`src/hdl/cpu_state_pkg.sv`:
```
package cpu_state_pkg;

  // ----------------------------------------------------------------
  // Widths
  // ----------------------------------------------------------------
  localparam int PC_W = 12;  // Program counter width
  localparam int DATA_W = 8;  // Data byte width
  localparam int STACK_DEPTH = 4;  // Return stack levels

  // ----------------------------------------------------------------
  // Program space map
  // ----------------------------------------------------------------
  localparam logic [11:0] SELFTEST_ROM_BASE = 12'hae0;  // Self-test ROM start
  localparam logic [11:0] PROG_ROM_BASE = 12'hc00;  // Program ROM start
  localparam logic [11:0] PROG_ROM_LAST = 12'hff7;  // Program ROM end
  localparam logic [11:0] VEC_ST_IRQ = 12'hff8;  // Self-test interrupt vector
  localparam logic [11:0] VEC_ST_RESTART = 12'hffa;  // Self-test restart vector
  localparam logic [11:0] VEC_USER_IRQ = 12'hffc;  // User interrupt vector
  localparam logic [11:0] VEC_USER_RESTART = 12'hffe;  // User restart vector
  localparam logic [7:0] RESERVED_FILL = 8'hff;  // Reserved region reads ones

  // ----------------------------------------------------------------
  // Data space map
  // ----------------------------------------------------------------
  localparam logic [7:0] ADDR_PORT_A_VALUE = 8'h00;  // Port A data
  localparam logic [7:0] ADDR_PORT_B_VALUE = 8'h01;  // Port B data
  localparam logic [7:0] ADDR_PORT_C_VALUE = 8'h02;  // Port C data
  localparam logic [7:0] ADDR_PORT_A_DIR = 8'h04;  // Port A direction
  localparam logic [7:0] ADDR_PORT_B_DIR = 8'h05;  // Port B direction
  localparam logic [7:0] ADDR_PORT_C_DIR = 8'h06;  // Port C direction
  localparam logic [7:0] ADDR_TIMER_STATUS = 8'h08;  // Timer status and control
  localparam logic [7:0] ADDR_DROM_BASE = 8'h20;  // Data ROM start
  localparam logic [7:0] ADDR_DROM_LAST = 8'h5f;  // Data ROM end
  localparam logic [7:0] ADDR_POINTER_FIRST = 8'h80;  // First pointer
  localparam logic [7:0] ADDR_POINTER_SECOND = 8'h81;  // Second pointer
  localparam logic [7:0] ADDR_RAM_BASE = 8'h80;  // Data RAM start
  localparam logic [7:0] ADDR_RAM_LAST = 8'h9f;  // Data RAM end
  localparam logic [7:0] ADDR_PRESCALER = 8'hfd;  // Prescaler value
  localparam logic [7:0] ADDR_TIMER_COUNT = 8'hfe;  // Timer count value
  localparam logic [7:0] ADDR_ACCUMULATOR = 8'hff;  // Work accumulator
  localparam logic [7:0] UNMAPPED_FILL = 8'hff;  // Unmapped read value
  localparam logic [7:0] PORT_C_FIXED = 8'hf0;  // Port C upper bits as ones

  // ----------------------------------------------------------------
  // Reset values
  // ----------------------------------------------------------------
  localparam logic [7:0] PORT_RESET = 8'h00;  // Port registers after reset
  localparam logic [7:0] TIMER_STATUS_RESET = 8'h00;  // Timer status after reset
  localparam logic [7:0] COUNT_RESET = 8'hff;  // Count and prescaler after reset
  localparam logic [7:0] ACC_RESET = 8'h00;  // Accumulator after reset
  localparam logic [11:0] PC_RESET = 12'h000;  // Counter before restart load

  // ----------------------------------------------------------------
  // Flag update selectors
  // ----------------------------------------------------------------
  typedef enum logic [1:0] {
    CARRY_KEEP,
    CARRY_ALU,
    CARRY_BIT,
    CARRY_ROTATE
  } carry_op_t;

endpackage

```
`src/hdl/return_stack.sv`:
```
`timescale 1ns/1ps
`default_nettype none

// Four level shift stack, no pointer; bottom level sticks on pop
module return_stack #(
  parameter int WIDTH = 12,
  parameter int DEPTH = 4
) (
  // Clock and reset
  input wire logic clk_i,
  input wire logic rstn_i,
  // Control
  input wire logic push_i,
  input wire logic pop_i,
  input wire logic [WIDTH-1:0] push_data_i,
  // Top level, registered
  output logic [WIDTH-1:0] top_o
);

  // ----------------------------------------------------------------
  // Storage
  // ----------------------------------------------------------------
  logic [WIDTH-1:0] level_reg [DEPTH];  // Level 0 is the top
  logic [WIDTH-1:0] level_next [DEPTH];  // Next values

  // Shift down on push, up on pop; push wins if both
  always_comb
  begin
    for (int i = 0; i < DEPTH; i++)
    begin
      level_next[i] = level_reg[i];
    end
    if (push_i)
    begin
      level_next[0] = push_data_i;
      for (int i = 1; i < DEPTH; i++)
      begin
        level_next[i] = level_reg[i-1];
      end
    end
    else if (pop_i)
    begin
      // Bottom keeps its value so repeated pops keep returning it
      for (int i = 0; i < DEPTH-1; i++)
      begin
        level_next[i] = level_reg[i+1];
      end
    end
  end

  // Register the levels
  always_ff @(posedge clk_i or negedge rstn_i)
  begin
    if (!rstn_i)
    begin
      for (int i = 0; i < DEPTH; i++)
      begin
        level_reg[i] <= '0;
      end
    end
    else
    begin
      for (int i = 0; i < DEPTH; i++)
      begin
        level_reg[i] <= level_next[i];
      end
    end
  end

  assign top_o = level_reg[0];

endmodule

`default_nettype wire

```
`src/hdl/data_ram.sv`:
```
`timescale 1ns/1ps
`default_nettype none

// Small data RAM with registered read data
module data_ram #(
  parameter int AW = 5,
  parameter int DW = 8
) (
  // Clock
  input wire logic clk_i,
  // Write port
  input wire logic we_i,
  input wire logic [AW-1:0] waddr_i,
  input wire logic [DW-1:0] wdata_i,
  // Read port
  input wire logic [AW-1:0] raddr_i,
  output logic [DW-1:0] rdata_o
);

  // ----------------------------------------------------------------
  // Array
  // ----------------------------------------------------------------
  logic [DW-1:0] mem [2**AW];  // Not reset, as real RAM

  // Write and registered read; read sees old data on collision
  always_ff @(posedge clk_i)
  begin
    if (we_i)
    begin
      mem[waddr_i] <= wdata_i;
    end
    rdata_o <= mem[raddr_i];
  end

endmodule

`default_nettype wire

```
`src/hdl/cpu_state_regs.sv`:
```
`timescale 1ns/1ps
`default_nettype none

// Operation
// - 12-bit program space, address output only
// - Decode ports, directions, timer status
// - Accumulator lives at data address FF
// - Pointers are RAM bytes 80 and 81
// - Twelve bit program counter, low and high
// - Carry follows ALU carry or borrow
// - Bit test and rotate use carry
// - Zero set on zero result
// - Interrupt selects second flag copy, return restores
// - Only current mode flags are touched
// - Interrupt copy keeps values across entries
// - Reset clears both flag copies
// - Four level 12-bit stack, no pointer
// - Push shifts all levels deeper
// - Pop loads top, shifts up
// - Extra pops repeat the bottom value
// - Core reaches memory only through buses
// - 256 byte data, 4096 byte program
// - Interrupt sets mask, return clears it
module cpu_state_regs (
  // Clock and reset
  input wire logic clk_i,
  input wire logic rstn_i,
  // Data bus from the core
  input wire logic [7:0] data_addr_i,
  input wire logic data_rd_i,
  input wire logic data_wr_i,
  input wire logic [7:0] data_wdata_i,
  output logic [7:0] data_rdata_o,
  // Program counter control
  input wire logic pc_load_i,
  input wire logic [11:0] pc_load_value_i,
  input wire logic pc_inc_i,
  input wire logic restart_i,
  input wire logic selftest_i,
  output logic [11:0] program_counter_o,
  output logic [11:0] prog_addr_o,
  // Call, return and interrupt control
  input wire logic call_i,
  input wire logic return_i,
  input wire logic irq_take_i,
  input wire logic return_from_interrupt_i,
  output logic irq_mask_o,
  output logic int_mode_o,
  // Flag updates from the ALU
  input wire logic [1:0] carry_op_i,
  input wire logic alu_carry_i,
  input wire logic bit_value_i,
  input wire logic rotate_out_i,
  input wire logic zero_upd_i,
  input wire logic alu_zero_i,
  output logic carry_o,
  output logic zero_o,
  // Port and timer register values
  output logic [7:0] port_a_value_o,
  output logic [7:0] port_b_value_o,
  output logic [3:0] port_c_value_o,
  output logic [7:0] port_a_direction_o,
  output logic [7:0] port_b_direction_o,
  output logic [3:0] port_c_direction_o,
  output logic [7:0] timer_status_control_o
);

  // ----------------------------------------------------------------
  // Register state
  // ----------------------------------------------------------------
  logic [7:0] port_a_value_reg;  // Port A data
  logic [7:0] port_a_value_next;
  logic [7:0] port_b_value_reg;  // Port B data
  logic [7:0] port_b_value_next;
  logic [3:0] port_c_value_reg;  // Port C data, four bits
  logic [3:0] port_c_value_next;
  logic [7:0] port_a_dir_reg;  // Port A direction
  logic [7:0] port_a_dir_next;
  logic [7:0] port_b_dir_reg;  // Port B direction
  logic [7:0] port_b_dir_next;
  logic [3:0] port_c_dir_reg;  // Port C direction, four bits
  logic [3:0] port_c_dir_next;
  logic [7:0] timer_status_reg;  // Timer status and control
  logic [7:0] timer_status_next;
  logic [7:0] prescaler_reg;  // Prescaler value
  logic [7:0] prescaler_next;
  logic [7:0] timer_count_reg;  // Timer count value
  logic [7:0] timer_count_next;
  logic [7:0] acc_reg;  // Work accumulator
  logic [7:0] acc_next;
  logic [7:0] rdata_reg;  // Registered read data
  logic [7:0] rdata_next;
  logic ram_sel_reg;  // Last read hit RAM
  logic ram_sel_next;

  // ----------------------------------------------------------------
  // Address decode
  // ----------------------------------------------------------------
  logic hit_ram;  // RAM window 80 to 9F, pointers included
  logic hit_drom;  // Data ROM window
  logic [7:0] ram_rdata;  // RAM read data
  logic [7:0] drom_rdata;  // Data ROM contents

  assign hit_ram = (data_addr_i >= cpu_state_pkg::ADDR_RAM_BASE) &&
                   (data_addr_i <= cpu_state_pkg::ADDR_RAM_LAST);
  assign hit_drom = (data_addr_i >= cpu_state_pkg::ADDR_DROM_BASE) &&
                    (data_addr_i <= cpu_state_pkg::ADDR_DROM_LAST);
  // Data ROM is mask content elsewhere; reads a fixed pattern here
  assign drom_rdata = cpu_state_pkg::UNMAPPED_FILL;

  // Pointers and scratch bytes sit in one RAM macro
  data_ram #(
    .AW(5),
    .DW(8)
  ) u_ram (
    .clk_i(clk_i),
    .we_i(data_wr_i && hit_ram),
    .waddr_i(data_addr_i[4:0]),
    .wdata_i(data_wdata_i),
    .raddr_i(data_addr_i[4:0]),
    .rdata_o(ram_rdata)
  );

  // Register writes and read mux; all through the data bus
  always_comb
  begin
    port_a_value_next = port_a_value_reg;
    port_b_value_next = port_b_value_reg;
    port_c_value_next = port_c_value_reg;
    port_a_dir_next = port_a_dir_reg;
    port_b_dir_next = port_b_dir_reg;
    port_c_dir_next = port_c_dir_reg;
    timer_status_next = timer_status_reg;
    prescaler_next = prescaler_reg;
    timer_count_next = timer_count_reg;
    acc_next = acc_reg;
    rdata_next = rdata_reg;
    ram_sel_next = 1'b0;
    if (data_wr_i)
    begin
      unique case (data_addr_i)
        cpu_state_pkg::ADDR_PORT_A_VALUE: port_a_value_next = data_wdata_i;
        cpu_state_pkg::ADDR_PORT_B_VALUE: port_b_value_next = data_wdata_i;
        cpu_state_pkg::ADDR_PORT_C_VALUE: port_c_value_next = data_wdata_i[3:0];
        cpu_state_pkg::ADDR_PORT_A_DIR: port_a_dir_next = data_wdata_i;
        cpu_state_pkg::ADDR_PORT_B_DIR: port_b_dir_next = data_wdata_i;
        cpu_state_pkg::ADDR_PORT_C_DIR: port_c_dir_next = data_wdata_i[3:0];
        cpu_state_pkg::ADDR_TIMER_STATUS: timer_status_next = data_wdata_i;
        cpu_state_pkg::ADDR_PRESCALER: prescaler_next = data_wdata_i;
        cpu_state_pkg::ADDR_TIMER_COUNT: timer_count_next = data_wdata_i;
        cpu_state_pkg::ADDR_ACCUMULATOR: acc_next = data_wdata_i;
        default: acc_next = acc_reg;  // Unmapped write ignored
      endcase
    end
    if (data_rd_i)
    begin
      unique case (data_addr_i)
        cpu_state_pkg::ADDR_PORT_A_VALUE: rdata_next = port_a_value_reg;
        cpu_state_pkg::ADDR_PORT_B_VALUE: rdata_next = port_b_value_reg;
        cpu_state_pkg::ADDR_PORT_C_VALUE:
          rdata_next = cpu_state_pkg::PORT_C_FIXED | {4'h0, port_c_value_reg};
        cpu_state_pkg::ADDR_PORT_A_DIR: rdata_next = port_a_dir_reg;
        cpu_state_pkg::ADDR_PORT_B_DIR: rdata_next = port_b_dir_reg;
        cpu_state_pkg::ADDR_PORT_C_DIR:
          rdata_next = cpu_state_pkg::PORT_C_FIXED | {4'h0, port_c_dir_reg};
        cpu_state_pkg::ADDR_TIMER_STATUS: rdata_next = timer_status_reg;
        cpu_state_pkg::ADDR_PRESCALER: rdata_next = prescaler_reg;
        cpu_state_pkg::ADDR_TIMER_COUNT: rdata_next = timer_count_reg;
        cpu_state_pkg::ADDR_ACCUMULATOR: rdata_next = acc_reg;
        default:
        begin
          // RAM data comes from the macro one cycle later
          ram_sel_next = hit_ram;
          rdata_next = hit_drom ? drom_rdata : cpu_state_pkg::UNMAPPED_FILL;
        end
      endcase
    end
  end

  // Register the data space state
  always_ff @(posedge clk_i or negedge rstn_i)
  begin
    if (!rstn_i)
    begin
      port_a_value_reg <= cpu_state_pkg::PORT_RESET;
      port_b_value_reg <= cpu_state_pkg::PORT_RESET;
      port_c_value_reg <= 4'h0;
      port_a_dir_reg <= cpu_state_pkg::PORT_RESET;
      port_b_dir_reg <= cpu_state_pkg::PORT_RESET;
      port_c_dir_reg <= 4'h0;
      timer_status_reg <= cpu_state_pkg::TIMER_STATUS_RESET;
      prescaler_reg <= cpu_state_pkg::COUNT_RESET;
      timer_count_reg <= cpu_state_pkg::COUNT_RESET;
      acc_reg <= cpu_state_pkg::ACC_RESET;
      rdata_reg <= 8'h00;
      ram_sel_reg <= 1'b0;
    end
    else
    begin
      port_a_value_reg <= port_a_value_next;
      port_b_value_reg <= port_b_value_next;
      port_c_value_reg <= port_c_value_next;
      port_a_dir_reg <= port_a_dir_next;
      port_b_dir_reg <= port_b_dir_next;
      port_c_dir_reg <= port_c_dir_next;
      timer_status_reg <= timer_status_next;
      prescaler_reg <= prescaler_next;
      timer_count_reg <= timer_count_next;
      acc_reg <= acc_next;
      rdata_reg <= rdata_next;
      ram_sel_reg <= ram_sel_next;
    end
  end

  // ----------------------------------------------------------------
  // Program counter, mode and flags
  // ----------------------------------------------------------------
  logic [11:0] pc_reg;  // Counter, low byte plus high nibble
  logic [11:0] pc_next;
  logic mask_reg;  // Interrupt mask, set from reset
  logic mask_next;
  logic int_mode_reg;  // High selects interrupt flag copy
  logic int_mode_next;
  logic [1:0] carry_reg;  // Index 0 program, 1 interrupt
  logic [1:0] carry_next;
  logic [1:0] zero_reg;  // Index 0 program, 1 interrupt
  logic [1:0] zero_next;
  logic [11:0] stack_top;  // Top stack level
  logic cur_carry;  // Carry of the current mode
  logic [7:0] counter_low_byte;  // Low byte view
  logic [3:0] counter_high_nibble;  // High nibble view

  assign counter_low_byte = pc_reg[7:0];
  assign counter_high_nibble = pc_reg[11:8];
  assign cur_carry = carry_reg[int_mode_reg];

  // Return stack; pushes the counter, pops into it
  return_stack #(
    .WIDTH(cpu_state_pkg::PC_W),
    .DEPTH(cpu_state_pkg::STACK_DEPTH)
  ) u_stack (
    .clk_i(clk_i),
    .rstn_i(rstn_i),
    .push_i(call_i || irq_take_i),
    .pop_i(return_i || return_from_interrupt_i),
    .push_data_i(pc_reg),
    .top_o(stack_top)
  );

  // Counter priority: restart, interrupt, return, load, increment
  always_comb
  begin
    pc_next = pc_reg;
    mask_next = mask_reg;
    int_mode_next = int_mode_reg;
    carry_next = carry_reg;
    zero_next = zero_reg;
    if (restart_i)
    begin
      pc_next = selftest_i ? cpu_state_pkg::VEC_ST_RESTART
                           : cpu_state_pkg::VEC_USER_RESTART;
    end
    else if (irq_take_i)
    begin
      pc_next = selftest_i ? cpu_state_pkg::VEC_ST_IRQ
                           : cpu_state_pkg::VEC_USER_IRQ;
      mask_next = 1'b1;
      int_mode_next = 1'b1;  // Copy kept as left last time
    end
    else if (return_i || return_from_interrupt_i)
    begin
      pc_next = stack_top;
      if (return_from_interrupt_i)
      begin
        mask_next = 1'b0;
        int_mode_next = 1'b0;
      end
    end
    else if (pc_load_i)
    begin
      pc_next = pc_load_value_i;
    end
    else if (pc_inc_i)
    begin
      pc_next = pc_reg + 12'h001;  // Wraps inside 4096 bytes
    end
    // Flag updates touch only the current copy
    unique case (cpu_state_pkg::carry_op_t'(carry_op_i))
      cpu_state_pkg::CARRY_KEEP: carry_next[int_mode_reg] = cur_carry;
      cpu_state_pkg::CARRY_ALU: carry_next[int_mode_reg] = alu_carry_i;
      cpu_state_pkg::CARRY_BIT: carry_next[int_mode_reg] = bit_value_i;
      cpu_state_pkg::CARRY_ROTATE: carry_next[int_mode_reg] = rotate_out_i;
    endcase
    if (zero_upd_i)
    begin
      zero_next[int_mode_reg] = alu_zero_i;
    end
  end

  // Register the control state; reset clears both flag copies
  always_ff @(posedge clk_i or negedge rstn_i)
  begin
    if (!rstn_i)
    begin
      pc_reg <= cpu_state_pkg::PC_RESET;
      mask_reg <= 1'b1;
      int_mode_reg <= 1'b0;
      carry_reg <= 2'b00;
      zero_reg <= 2'b00;
    end
    else
    begin
      pc_reg <= pc_next;
      mask_reg <= mask_next;
      int_mode_reg <= int_mode_next;
      carry_reg <= carry_next;
      zero_reg <= zero_next;
    end
  end

  // ----------------------------------------------------------------
  // Outputs
  // ----------------------------------------------------------------
  assign data_rdata_o = ram_sel_reg ? ram_rdata : rdata_reg;
  assign program_counter_o = pc_reg;
  assign prog_addr_o = {counter_high_nibble, counter_low_byte};
  assign irq_mask_o = mask_reg;
  assign int_mode_o = int_mode_reg;
  assign carry_o = carry_reg[int_mode_reg];  // Current mode only
  assign zero_o = zero_reg[int_mode_reg];
  assign port_a_value_o = port_a_value_reg;
  assign port_b_value_o = port_b_value_reg;
  assign port_c_value_o = port_c_value_reg;
  assign port_a_direction_o = port_a_dir_reg;
  assign port_b_direction_o = port_b_dir_reg;
  assign port_c_direction_o = port_c_dir_reg;
  assign timer_status_control_o = timer_status_reg;
endmodule

`default_nettype wire

```
`config.mk`:
```
export PLATFORM = sky130hd
export DESIGN_NAME = cpu_state_regs
export DESIGN_NICKNAME = d
export VERILOG_FILES = /design/src/hdl/cpu_state_pkg.sv /design/src/hdl/return_stack.sv /design/src/hdl/data_ram.sv /design/src/hdl/cpu_state_regs.sv
export SDC_FILE = /design/constraint.sdc
export NUM_CORES = 1
export LEC_CHECK = 0
export BUFFER_PORTS_ARGS = -buffer_cell sky130_fd_sc_hd__buf_2
export CAP_MARGIN = 20
export CORE_UTILIZATION = 50
export CTS_CLUSTER_DIAMETER = 150
export DETAILED_ROUTE_END_ITERATION = 8
export HOLD_SLACK_MARGIN = 0.12
export PLACE_DENSITY = 0.76
export SYNTH_ARGS = -nofsm -noshare
export SYNTH_HDL_FRONTEND = slang
export SYNTH_SLANG_ARGS = --single-unit
```
`constraint.sdc`:
```
create_clock -name clk_i -period 4.35 [get_ports clk_i]
set_input_delay 1.0875 -clock clk_i [delete_from_list [all_inputs] [get_ports clk_i]]
set_output_delay 1.0875 -clock clk_i [all_outputs]
set_load 0.05 [all_outputs]
```
# Word level (Yosys, flattened, before mapping)
# Memories as Yosys holds them, arrays and structs flattened. A register that Yosys moved wholly into a read port is not among the register bits.
# Cells that the tools add are included.
totals:
  reg_bits: 147
  ram_bits: 256
  in_bits: 47
  out_inout_bits: 84
  elab_cells: 93
  mem_count: 1
classes:
  n_addsub: 1
  magnitude_cmp: 4
  eq_ne: 12
  n_mux: 30
  bitwise: 1
  n_reduce_logical: 23
memory_table:
  columns: ["memory", "words", "word_bits", "read_ports", "rd_ports_with_merged_regs", "wr", "line", "text"]
  rows:
  - ["u_ram.mem", 32, 8, 1, 1, 1, "data_ram.sv:23", "logic [DW-1:0] mem [2**AW];"]
ops:
  columns: ["op", "count"]
  rows:
  - ["8-bit case mux with 10 select lines", 1]
  - ["36-bit 2-to-1 mux", 2]
  - ["12-bit 2-to-1 mux", 5]
  - ["8-bit by 3-bit == test with 1-bit output, second input constant", 3]
  - ["8-bit == test, second input constant", 3]
  - ["2-bit AND reduction", 10]
  - ["12-bit by 1-bit adder with 12-bit output, second input constant", 1]
  - ["1-bit 2-to-1 mux", 12]
  - ["2-bit bitwise mux", 5]
  - ["10-bit OR reduction", 1]
  - ["8-bit by 1-bit == test with 1-bit output, second input constant", 1]
  - ["8-bit by 2-bit == test with 1-bit output, second input constant", 1]
  - ["8-bit by 4-bit == test with 1-bit output, second input constant", 1]
  - ["8-bit greater-or-equal comparator, second input constant", 1]
  - ["8-bit less-or-equal comparator, second input constant", 1]
  - ["8-bit zero test", 1]
  - ["8-bit 2-to-1 mux", 1]
  - ["2-bit case mux with 4 select lines", 1]
  - ["3-bit 2-to-1 mux", 2]
  - ["2-bit nonzero test", 3]
  - ["5-bit nonzero test", 1]
  - ["2-bit == test, second input constant", 2]
  - ["1-bit logical AND", 3]
  - ["3-bit AND reduction", 1]
  - ["7 further kinds", 8]

# Logic depth before layout (Yosys ltp)
# Gate-level depths: netlist of the first run.
depth:
  depth_word: 6
  depth_mapped: 8
  ltp_nobuf: 6

# Cells and area by module
# From an unflattened synthesis of the first run, not the netlist that was laid out.
unflattened:
  cells_unflattened: 1079
  area_unflattened_um2: 17553.1
by_module_without_submodules:
  columns: ["mod", "n_inst", "cells_per_inst", "area_each_um2"]
  rows:
  - ["data_ram", 1, 417, 10053.4]
  - ["cpu_state_regs", 1, 469, 5280.1]
  - ["return_stack", 1, 193, 2219.6]

# Least setup slack after synthesis of the first run
# OpenSTA, ideal clock, no wires.
synth_path:
  kind: "input to register"
  from: "input port data_addr_i[0]"
  to: "memory u_ram.mem[15][0] (enable)"
  setup_ns: 0.383
  t_arrival_ns: 2.789
  t_required_ns: 3.967
  setup_slack_ns: 1.178
  path_stages: 6
  path_buffers: 4
  path_cell_list: "buf_4 buf_2 buf_2 clkbuf_1 nand3_1 nor3_1"
synth_between:
  elab_chain_len: 5
  word_cells_on_any_way: 6
  cone_classes: "order compare: 2; mux: 2; reduce/logical: 2"
synth_lines:
  columns: ["item", "line", "text"]
  rows:
  - ["from (decl)", "cpu_state_regs.sv:29", "input wire logic [7:0] data_addr_i,"]
  - ["8-bit greater-or-equal comparator or 8-bit less-or-equal comparator (tied branches)", "cpu_state_regs.sv:104, cpu_state_regs.sv:105", null]
  - ["1-bit logical AND", "cpu_state_regs.sv:104", "assign hit_ram = (data_addr_i >= cpu_state_pkg::ADDR_RAM_BASE) &&"]
  - ["1-bit logical AND", "cpu_state_regs.sv:117", ".we_i(data_wr_i && hit_ram),"]
  - ["1-bit 2-to-1 mux", "data_ram.sv:28", "if (we_i)"]
  - ["1-bit 2-to-1 mux (implied by the code)", "data_ram.sv:30", "mem[waddr_i] <= wdata_i;"]
  - ["to (decl)", "data_ram.sv:23", null]
# Parallel ways exist; a longest one is shown, timed or not.

==> flow_summary_export.csv, run 1 <==
group,metric,value,unit
final_layout,final-seq-area,11550,µm²
sta,fmax,361.1,MHz
floorplan,start_util,0.5066,
clock_network,clock_latency,0.55,ns
sta,max_slew_margin,0.3621,
clock_network,htree_levels,2,
sta,period_share,0.6366,
power,powerDensity,435.0,nW/µm²
clock_network,clock-sinks,411,
critical_path,arrival,3.19,ns
clock_network,holdBufCountCts,0,
placement,portBuffers,130,
synth,yosys_most_used_dff,"edfxtp_1",
final_layout,n_antenna_cell,0,
clock_network,clk_path_buf_depth,3,
grt,grt_pass1_vias,10853,
clock_network,cts_resized,0,
final_layout,nets,1350,
synth,ys_async_sr_fraction,0.3577,
critical_path,cp-startpoint,"data_addr_i[1]",
synth,postSynthRegisterBits,411,
critical_path,ff2ff_setup_slack,2.53,ns
drt,dr_total_vias,10831,
sta,setup_viol,0,
critical_path,cp_slowest_cell,"mux4_2",
critical_path,r2r_cells,6,
final_layout,multi_input_area,5464,µm²
synth,ys_seq_area_frac,0.6614,
synth,syn_nets,1225,
drt,drt-initial-drc-count,1189,
drt,wirelength,41220,µm
final_layout,final_common_cell,"edfxtp_1",
floorplan,num_rows,68,
clock_network,cts_setup_buffers,0,
critical_path,critPathTopFamily,"buffers and inverters",
final_layout,area_growth,14.00,%
power,ir_worst_vdd,272.3,µV
grt,antenna_found_initial,1,
clock_network,clkTransAtPathRegs,0.06,ns
sta,finClkSkew,0.03354,ns
power,leakage,7.500,nW
drt,ant_nets,0,
floorplan,ios,131,
sta,rsz0062_at_grt,"no",
grt,grt_pass1_wl,64230,µm
synth,synth_edf_count,256,
critical_path,r2r_start,"prog_addr_o[1]",
sta,whs,0.4641,ns
grt,grt_max_degree,101,
drt,avgRoutedWirePerCell,23.04,µm
worst_hold_path,hp-class,"reg2reg",
floorplan,die_area,35670,µm²
drt,routed_via_density,6.054,
final_layout,drive_gt1_frac,0.3186,
clock_network,cts_tree,"done",
critical_path,start_kind,"input pin",
floorplan,coreArea,34460,µm²
synth,syn_inst,1177,
synth,yosysUniqueCellTypes,63,
critical_path,cp-end-kind,"register",
critical_path,critPathBufInv,2,
sta,slew_violations,0,
sta,fin_setup_tns,0,ns
critical_path,endpoint,"u_ram.rdata_o[7]",
critical_path,cp_slowest_stage_delay,0.59,ns
critical_path,cp_max_fo,41,
sta,min_period,2.769,ns
critical_path,cp.depth,5,
floorplan,die_x,188.9,µm
drt,remaining_drc_errors,0,
placement,place_hpwl,26490,µm
critical_path,crit_required,4.77,ns
clock_network,cts-root-buf,"clkbuf_16",
final_layout,nFillCells,2587,
synth,avgSynthCellArea,14.83,µm²
critical_path,reg2reg_to,"prog_addr_o[10]",
final_layout,largest_reg_flops,256,
run_status,status,"completed",
synth,syn_area,17460,µm²
drt,drt-pass1-iter-count,5,
grt,grtUsageTotal,0.2338,
grt,grt-ovfl-total,0,
critical_path,crit_type,"in2reg",
final_layout,final_core_util,0.5776,
sta,tightest_slew,0.9569,ns
floorplan,die_h,188.9,µm
sta,hold_viol_final,0,
critical_path,crit_chain,"buf_4 > buf_4 > mux4_2 > o211ai_1 > o211ai_1",
clock_network,cts_made_buffers,41,
synth,yosys_warnings,0,
job,cap_violations,0,
final_layout,final_cell_mix,"edfxtp_1, dfrtp_1, buf_2",
placement,gp_routability_congestion,0.9414,
worst reg2reg max path, stage by stage (launching register included):
cell and delay, ns:
dfrtp_1 0.54, ha_1 0.32, nand3_1 0.10, nor2_1 0.27, nand4_1 0.17, a31oi_1 0.21, a2bb2oi_1 0.16
power breakdown:
| group | internal [W] | leakage, nW | total, W | switching (W) |
|---|---|---|---|---|
| sequential | 0.00428 | 4.07 | 0.00438 | 0.0000962 |
| combinational | 0.000250 | 2.77 | 0.000757 | 0.000507 |
| clock | 0.00204 | 0.669 | 0.00352 | 0.00149 |
per-stage QoR:
stage | cells | setup WS, ns | power [W] | cell area (µm²)
detailed placement | 1714 | 1.011 | 0.005207 | 18560
CTS | 1789 | 1.572 | 0.008684 | 19900
finish | 1789 | 1.581 | 0.008656 | 19900
global placement | 1714 | 1.004 | 0.005184 | 18560
global route | 1789 | 1.484 | 0.008910 | 19900
floorplan | 1177 | 1.178 | 0.004943 | 17460
cells in the mapped netlist (7+ instances only):
cell	n	area, µm²
a211oi_1	7	52.55
a21oi_1	15	75.07
a221oi_1	14	122.6
a31oi_1	52	325.3
and3_1	10	62.56
buf_1	12	45.04
buf_2	18	90.09
buf_4	19	142.6
clkbuf_1	34	127.6
dfrtp_1	130	3253
dfstp_2	17	446.7
dfxtp_1	8	160.2
edfxtp_1	256	7687
mux2_2	110	1239
mux2i_1	56	560.5
mux4_2	51	1149
nand2_1	113	424.2
nand3_1	12	60.06
nor2_1	88	330.3
nor3_1	20	100.1
o211ai_1	13	97.59
o21ai_0	26	130.1
o22a_1	7	61.31
worst min-delay path by stage:
stage / from / to / cells past startpoint
2_1_floorplan: carry_reg[1] / carry_reg[1] / 1
3_3_place_gp: irq_mask_o / irq_mask_o / 2
3_5_place_dp: irq_mask_o / irq_mask_o / 2
4_1_cts: irq_mask_o / irq_mask_o / 2
5_1_grt: irq_mask_o / irq_mask_o / 2
6_report: irq_mask_o / irq_mask_o / 2
routing by layer:
layer  track usage  part of all wire
met1        0.3288              0.41
met2        0.3778              0.49
met3       0.04022             0.076
met4       0.06483             0.024
met5             0                 0
logic make-up after synthesis:
group           synth area share
mux                       0.1689
flops                     0.6614
fa+ha+maj              0.0007166
xor+xnor                0.003010
buf+inv                  0.02645
compound gates           0.06486
simple gates             0.07468
layout make-up:
cell class              count  area share
clock inverters            25     0.01264
flip-flops and latches    411      0.5802
well taps                 455     0.02861
repair buffers            169     0.04860
inverters                   3   0.0005658
clock buffers              50     0.05482
multi-input cells         676      0.2746
(Power assumes the default switching activity.)
==> run 2: changes to the inputs <==
==> constraint.sdc (replaced) <==
create_clock -name clk_i -period 2.8 [get_ports clk_i]
set_input_delay 0.7 -clock clk_i [delete_from_list [all_inputs] [get_ports clk_i]]
set_output_delay 0.7 -clock clk_i [all_outputs]
set_load 0.05 [all_outputs]
==> flow_summary_export.csv, run 2 (synthesized netlist as in run 1, its figures left out) <==
group,metric,value,unit
run_status,status,"completed",
critical_path,cp_slowest_cell,"dfrtp_1",
drt,drt-pass1-iter-count,6,
clock_network,clock-sinks,411,
critical_path,cp-end-kind,"primary output",
placement,portBuffers,130,
final_layout,final_area,20320,µm²
sta,rsz0062_at_grt,"no",
floorplan,num_rows,68,
power,leakage,7.758,nW
floorplan,start_util,0.5066,
sta,hold_viol_final,0,
sta,tightest_slew,0.9266,ns
sta,fin_setup_tns,0,ns
critical_path,r2r_start,"prog_addr_o[1]",
worst_hold_path,hp-class,"in2async",
final_layout,final_cell_mix,"edfxtp_1, dfrtp_1, buf_2",
final_layout,nets,1404,
clock_network,htree_levels,2,
sta,finClkSkew,0.02593,ns
power,power,0.01330,W
final_layout,largest_reg_flops,256,
drt,routed_via_density,5.960,
critical_path,start_kind,"register",
final_layout,n_antenna_cell,0,
critical_path,critPathBufInv,1,
final_layout,drive_gt1_frac,0.3381,
critical_path,r2r_cells,6,
job,cap_violations,0,
power,ir_worst_vdd,419.2,µV
clock_network,clk_path_buf_depth,3,
clock_network,cts_made_buffers,41,
clock_network,cts_resized,0,
critical_path,arrival,1.66,ns
clock_network,clock_latency,0.53,ns
critical_path,reg2reg_to,"prog_addr_o[10]",
grt,grt_max_degree,66,
floorplan,coreArea,34460,µm²
grt,grt-ovfl-total,0,
critical_path,cp_slowest_stage_delay,0.52,ns
clock_network,cts-root-buf,"clkbuf_16",
final_layout,area_growth,16.41,%
floorplan,die_area,35670,µm²
drt,drt-initial-drc-count,980,
sta,max_slew_margin,0.3822,
clock_network,clkTransAtPathRegs,0.06,ns
floorplan,die_h,188.9,µm
power,powerDensity,654.6,nW/µm²
placement,dpl_cell_area,19030,µm²
drt,avgRoutedWirePerCell,22.82,µm
sta,setup_viol,0,
critical_path,crit_type,"reg2out",
final_layout,final_common_cell,"edfxtp_1",
sta,min_period,2.357,ns
placement,place_ws,0.2003,ns
sta,finalWorstSetupSlack,0.4425,ns
clock_network,cts_tree,"done",
drt,dr_total_vias,10978,
drt,wirelength,42030,µm
clock_network,cts_setup_buffers,0,
grt,antenna_found_initial,0,
sta,slew_violations,0,
floorplan,die_x,188.9,µm
sta,period_share,0.8420,
critical_path,ff2ff_setup_slack,1.05,ns
grt,grt_pass1_wl,65330,µm
drt,remaining_drc_errors,0,
clock_network,holdBufCountCts,0,
sta,fmax,424.2,MHz
placement,gp_routability_congestion,0.9787,
critical_path,critPathTopFamily,"flip-flops",
floorplan,ios,131,
critical_path,cp_max_fo,8,
critical_path,crit_chain,"mux2_2 > buf_2",
drt,ant_nets,0,
grt,grtUsageTotal,0.2391,
critical_path,crit_required,2.10,ns
grt,grt_pass1_vias,11032,
placement,place_hpwl,27560,µm
## run 2: cell types whose count changed in the layout (fill, tap and decap cells not counted), sizes merged
cell | before | now
clkbuf | 50 | 61
bufinv | 4 | 1
buf | 169 | 223
inv | 5 | 4
clkinvlp | 0 | 1
clkinv | 19 | 10
## run 2: worst max-delay path by stage
stage	from	end	cells past startpoint
global route	ram_sel_reg	data_rdata_o[3]	2
detailed placement	data_addr_i[1]	u_ram.rdata_o[6]	7
floorplan	data_addr_i[0]	u_ram.mem[15][0]	6
finish	ram_sel_reg	data_rdata_o[1]	2
global placement	data_addr_i[0]	u_ram.mem[13][7]	6
CTS	ram_sel_reg	data_rdata_o[0]	2
## run 2: area by class of cell
cell class	count	area, µm²
Multi-Input combinational cell	676	5464
Fill cell	2582	14130
Clock buffer	61	1205
Inverter	3	11.26
Clock inverter	13	91.34
Sequential cell	411	11550
Timing Repair Buffer	223	1435
Tap cell	455	569.3
## run 2: where the power goes
part / switching [W] / internal, W / total (W)
clock network: 0.00220 / 0.00307 / 0.00527
logic: 0.000805 / 0.000427 / 0.00123
registers: 0.000151 / 0.00665 / 0.00680
total: 0.00316 / 0.0101 / 0.0133
## run 2: through the flow
stage / instances / hold slack, ns / utilization
floorplan: 1177 / 0.4044 / -
global placement: 1768 / 0.4457 / 0.5522
detailed placement: 1768 / 0.4474 / 0.5522
CTS: 1842 / 0.1721 / 0.5898
global route: 1842 / 0.1997 / 0.5898
finish: 1842 / 0.1529 / 0.5898
## run 2: metal layers
layer  GRT usage  share of wire
met5           0              0
met4     0.06390          0.022
met3     0.03207          0.065
met2      0.3965           0.50
met1      0.3341           0.41
## run 2: worst register-to-register path, delay by kind of cell (launching register included)
kind,cells,cell delay (ns)
flops,1,0.53
simple gates,3,0.49
compound gates,2,0.36
fa+ha+maj,1,0.30
==> run 3: changes to the inputs <==
--- a/config.mk
+++ b/config.mk
@@ -5,6 +5,7 @@
 export SDC_FILE = /design/constraint.sdc
 export NUM_CORES = 1
 export LEC_CHECK = 0
+export ABC_AREA = 1
 export BUFFER_PORTS_ARGS = -buffer_cell sky130_fd_sc_hd__buf_2
 export CAP_MARGIN = 20
 export CORE_UTILIZATION = 50
==> constraint.sdc (replaced) <==
create_clock -name clk_i -period 2.3 [get_ports clk_i]
set_input_delay 0.575 -clock clk_i [delete_from_list [all_inputs] [get_ports clk_i]]
set_output_delay 0.575 -clock clk_i [all_outputs]
set_load 0.05 [all_outputs]
==> flow_summary_export.csv, run 3 <==
group,metric,value,unit
drt,highest_layer,"met4",
synth,postSynthRegisterBits,411,
sta,tightest_slew,0.6550,ns
final_layout,drive_gt1_frac,0.1825,
clock_network,clock_latency,0.54,ns
clock_network,cts_tree,"done",
critical_path,crit_type,"reg2out",
sta,fmax,460.2,MHz
grt,antenna_found_initial,0,
synth,synthMostInstantiatedCell,"nand2_1",
synth,syn_area,17350,µm²
floorplan,num_rows,67,
drt,remaining_drc_errors,0,
floorplan,die_x,188.3,µm
synth,synth_area_leaders,"edfxtp_1, dfrtp_1, nand2_1",
synth,synth_top_cell_area_share,0.4431,
placement,portBuffers,130,
run_status,status,"completed",
synth,synth_top_cell_by_area,"edfxtp_1",
sta,max_slew_margin,0.5629,
clock_network,cts-root-buf,"clkbuf_16",
sta,min_period,2.173,ns
sta,period_share,0.9448,
critical_path,cp-end-kind,"primary output",
final_layout,final_common_cell,"nand2_1",
final_layout,n_antenna_cell,0,
drt,avgRoutedWirePerCell,18.89,µm
drt,wirelength,43650,µm
clock_network,cts_made_buffers,42,
final_layout,final_cell_mix,"nand2_1, edfxtp_1, nor2_1",
power,ir_worst_vdd,590.2,µV
placement,gp_routability_congestion,0.9387,
sta,setup_viol,0,
synth,ys_async_sr_fraction,0.3577,
placement,place_hpwl,29490,µm
clock_network,htree_levels,2,
critical_path,start_kind,"register",
drt,ant_nets,0,
synth,yosys_most_used_dff,"edfxtp_1",
critical_path,crit_required,1.73,ns
drt,wl_met1,17970,µm
grt,grt_max_degree,61,
grt,grt_pass1_wl,68580,µm
drt,wl_met2,20860,µm
drt,routed_via_density,5.592,
clock_network,cts_setup_buffers,0,
final_layout,area_growth,17.08,%
drt,wl_met3,3444,µm
synth,ys_seq_area_frac,0.6656,
synth,yosys_warnings,0,
clock_network,clock-sinks,411,
sta,finClkSkew,0.01640,ns
final_layout,nets,1880,
drt,drt-pass1-iter-count,5,
power,powerDensity,812.9,nW/µm²
synth,synth_edf_count,256,
worst_hold_path,hp-class,"in2reg",
floorplan,ios,131,
floorplan,die_h,188.3,µm
synth,synthTopCellsByCount,"nand2_1, edfxtp_1, nor2_1",
grt,grtUsageTotal,0.2498,
drt,drt-initial-drc-count,1299,
clock_network,clk_path_buf_depth,3,
power,leakage,8.301,nW
final_layout,nFillCells,2682,
critical_path,arrival,1.60,ns
critical_path,cp_max_fo,8,
floorplan,coreArea,33870,µm²
grt,grt_pass1_vias,12579,
synth,avgSynthCellArea,10.46,µm²
placement,dpl_cell_area,18920,µm²
sta,slew_violations,0,
clock_network,clkTransAtPathRegs,0.06,ns
drt,dr_total_vias,12924,
final_layout,final_area,20310,µm²
final_layout,final_core_util,0.5997,
synth,syn_nets,1707,
job,cap_violations,0,
grt,grt-ovfl-total,0,
floorplan,start_util,0.5122,
sta,rsz0062_at_grt,"no",
sta,hold_viol_final,0,
floorplan,die_area,35450,µm²
synth,syn_inst,1659,
synth,yosysUniqueCellTypes,36,
final_layout,largest_reg_flops,256,
==> run 3: cells by family after synthesis <==
family | count (synthesis) | synth area share
buf+inv | 151 | 0.04039
mux | 8 | 0.005193
flops | 411 | 0.6656
compound gates | 224 | 0.07811
xor+xnor | 4 | 0.002020
fa+ha+maj | 1 | 0.0007211
simple gates | 860 | 0.2079
==> run 3: final timing paths <==
check | start | endpoint | slack [ns] | cells after the start
hold / removal | zero_upd_i | zero_reg[1] | 0.27 | 2
setup reg to reg | prog_addr_o[0] | prog_addr_o[10] | 0.59 | 9
setup / recovery | ram_sel_reg | data_rdata_o[4] | 0.13 | 2
hold reg to reg | u_stack.level_reg[4] | u_stack.level_reg[4] | 0.48 | 2
min in group asynchronous | rstn_i | port_c_direction_o[2] | 0.53 | 2
max in group asynchronous | rstn_i | irq_mask_o | 1.11 | 3
==> run 3: layer usage <==
metal / up-vias / GRT usage
li1: 6061 / -
met1: 6206 / 0.3304
met2: 559 / 0.4112
met3: 98 / 0.04749
met4: 0 / 0.09162
met5: - / 0
==> run 3: final cells by class <==
cell class | instances | area, µm² | share of cell area
clock buffer | 63 | 1262 | 0.06216
clock inverter | 12 | 112.6 | 0.005544
inverter | 65 | 244.0 | 0.01201
multi-input combinational | 1097 | 5122 | 0.2522
sequential | 411 | 11550 | 0.5686
tap | 448 | 560.5 | 0.02760
timing repair buffer | 215 | 1460 | 0.07189
==> run 3: repair_timing <==
action,CTS,global route
hold buffers,1,0
hold endpoints to repair,28,0
setup endpoints to repair,0,2
gates resized for setup,0,2
==> run 3: worst max-delay path: stages, from the launching register on <==
cell	delay [ns]
dfrtp_2	0.46
mux2_2	0.38
buf_2	0.22
==> run 3: metrics by stage <==
step / setup WS [ns] / instances / hold WS, ns / TNS, ns / power, W
after CTS: 0.02894 / 2311 / 0.2516 / 0 / 0.01659
final: 0.1270 / 2311 / 0.2682 / 0 / 0.01651
after global placement: 0.03455 / 2235 / 0.4556 / 0 / 0.009906
after detailed placement: -0.04766 / 2235 / 0.4639 / -0.9917 / 0.009949
after global routing: 0.05336 / 2311 / 0.2732 / 0 / 0.01705
after floorplan: 0.1780 / 1659 / 0.2794 / 0 / 0.009334
==> run 3: where the power goes <==
| part | total [W] | internal (W) | switching, W |
|---|---|---|---|
| logic | 0.00153 | 0.000426 | 0.00110 |
| clock network | 0.00669 | 0.00401 | 0.00268 |
| registers | 0.00830 | 0.00811 | 0.000184 |
| total | 0.0165 | 0.0125 | 0.00396 |
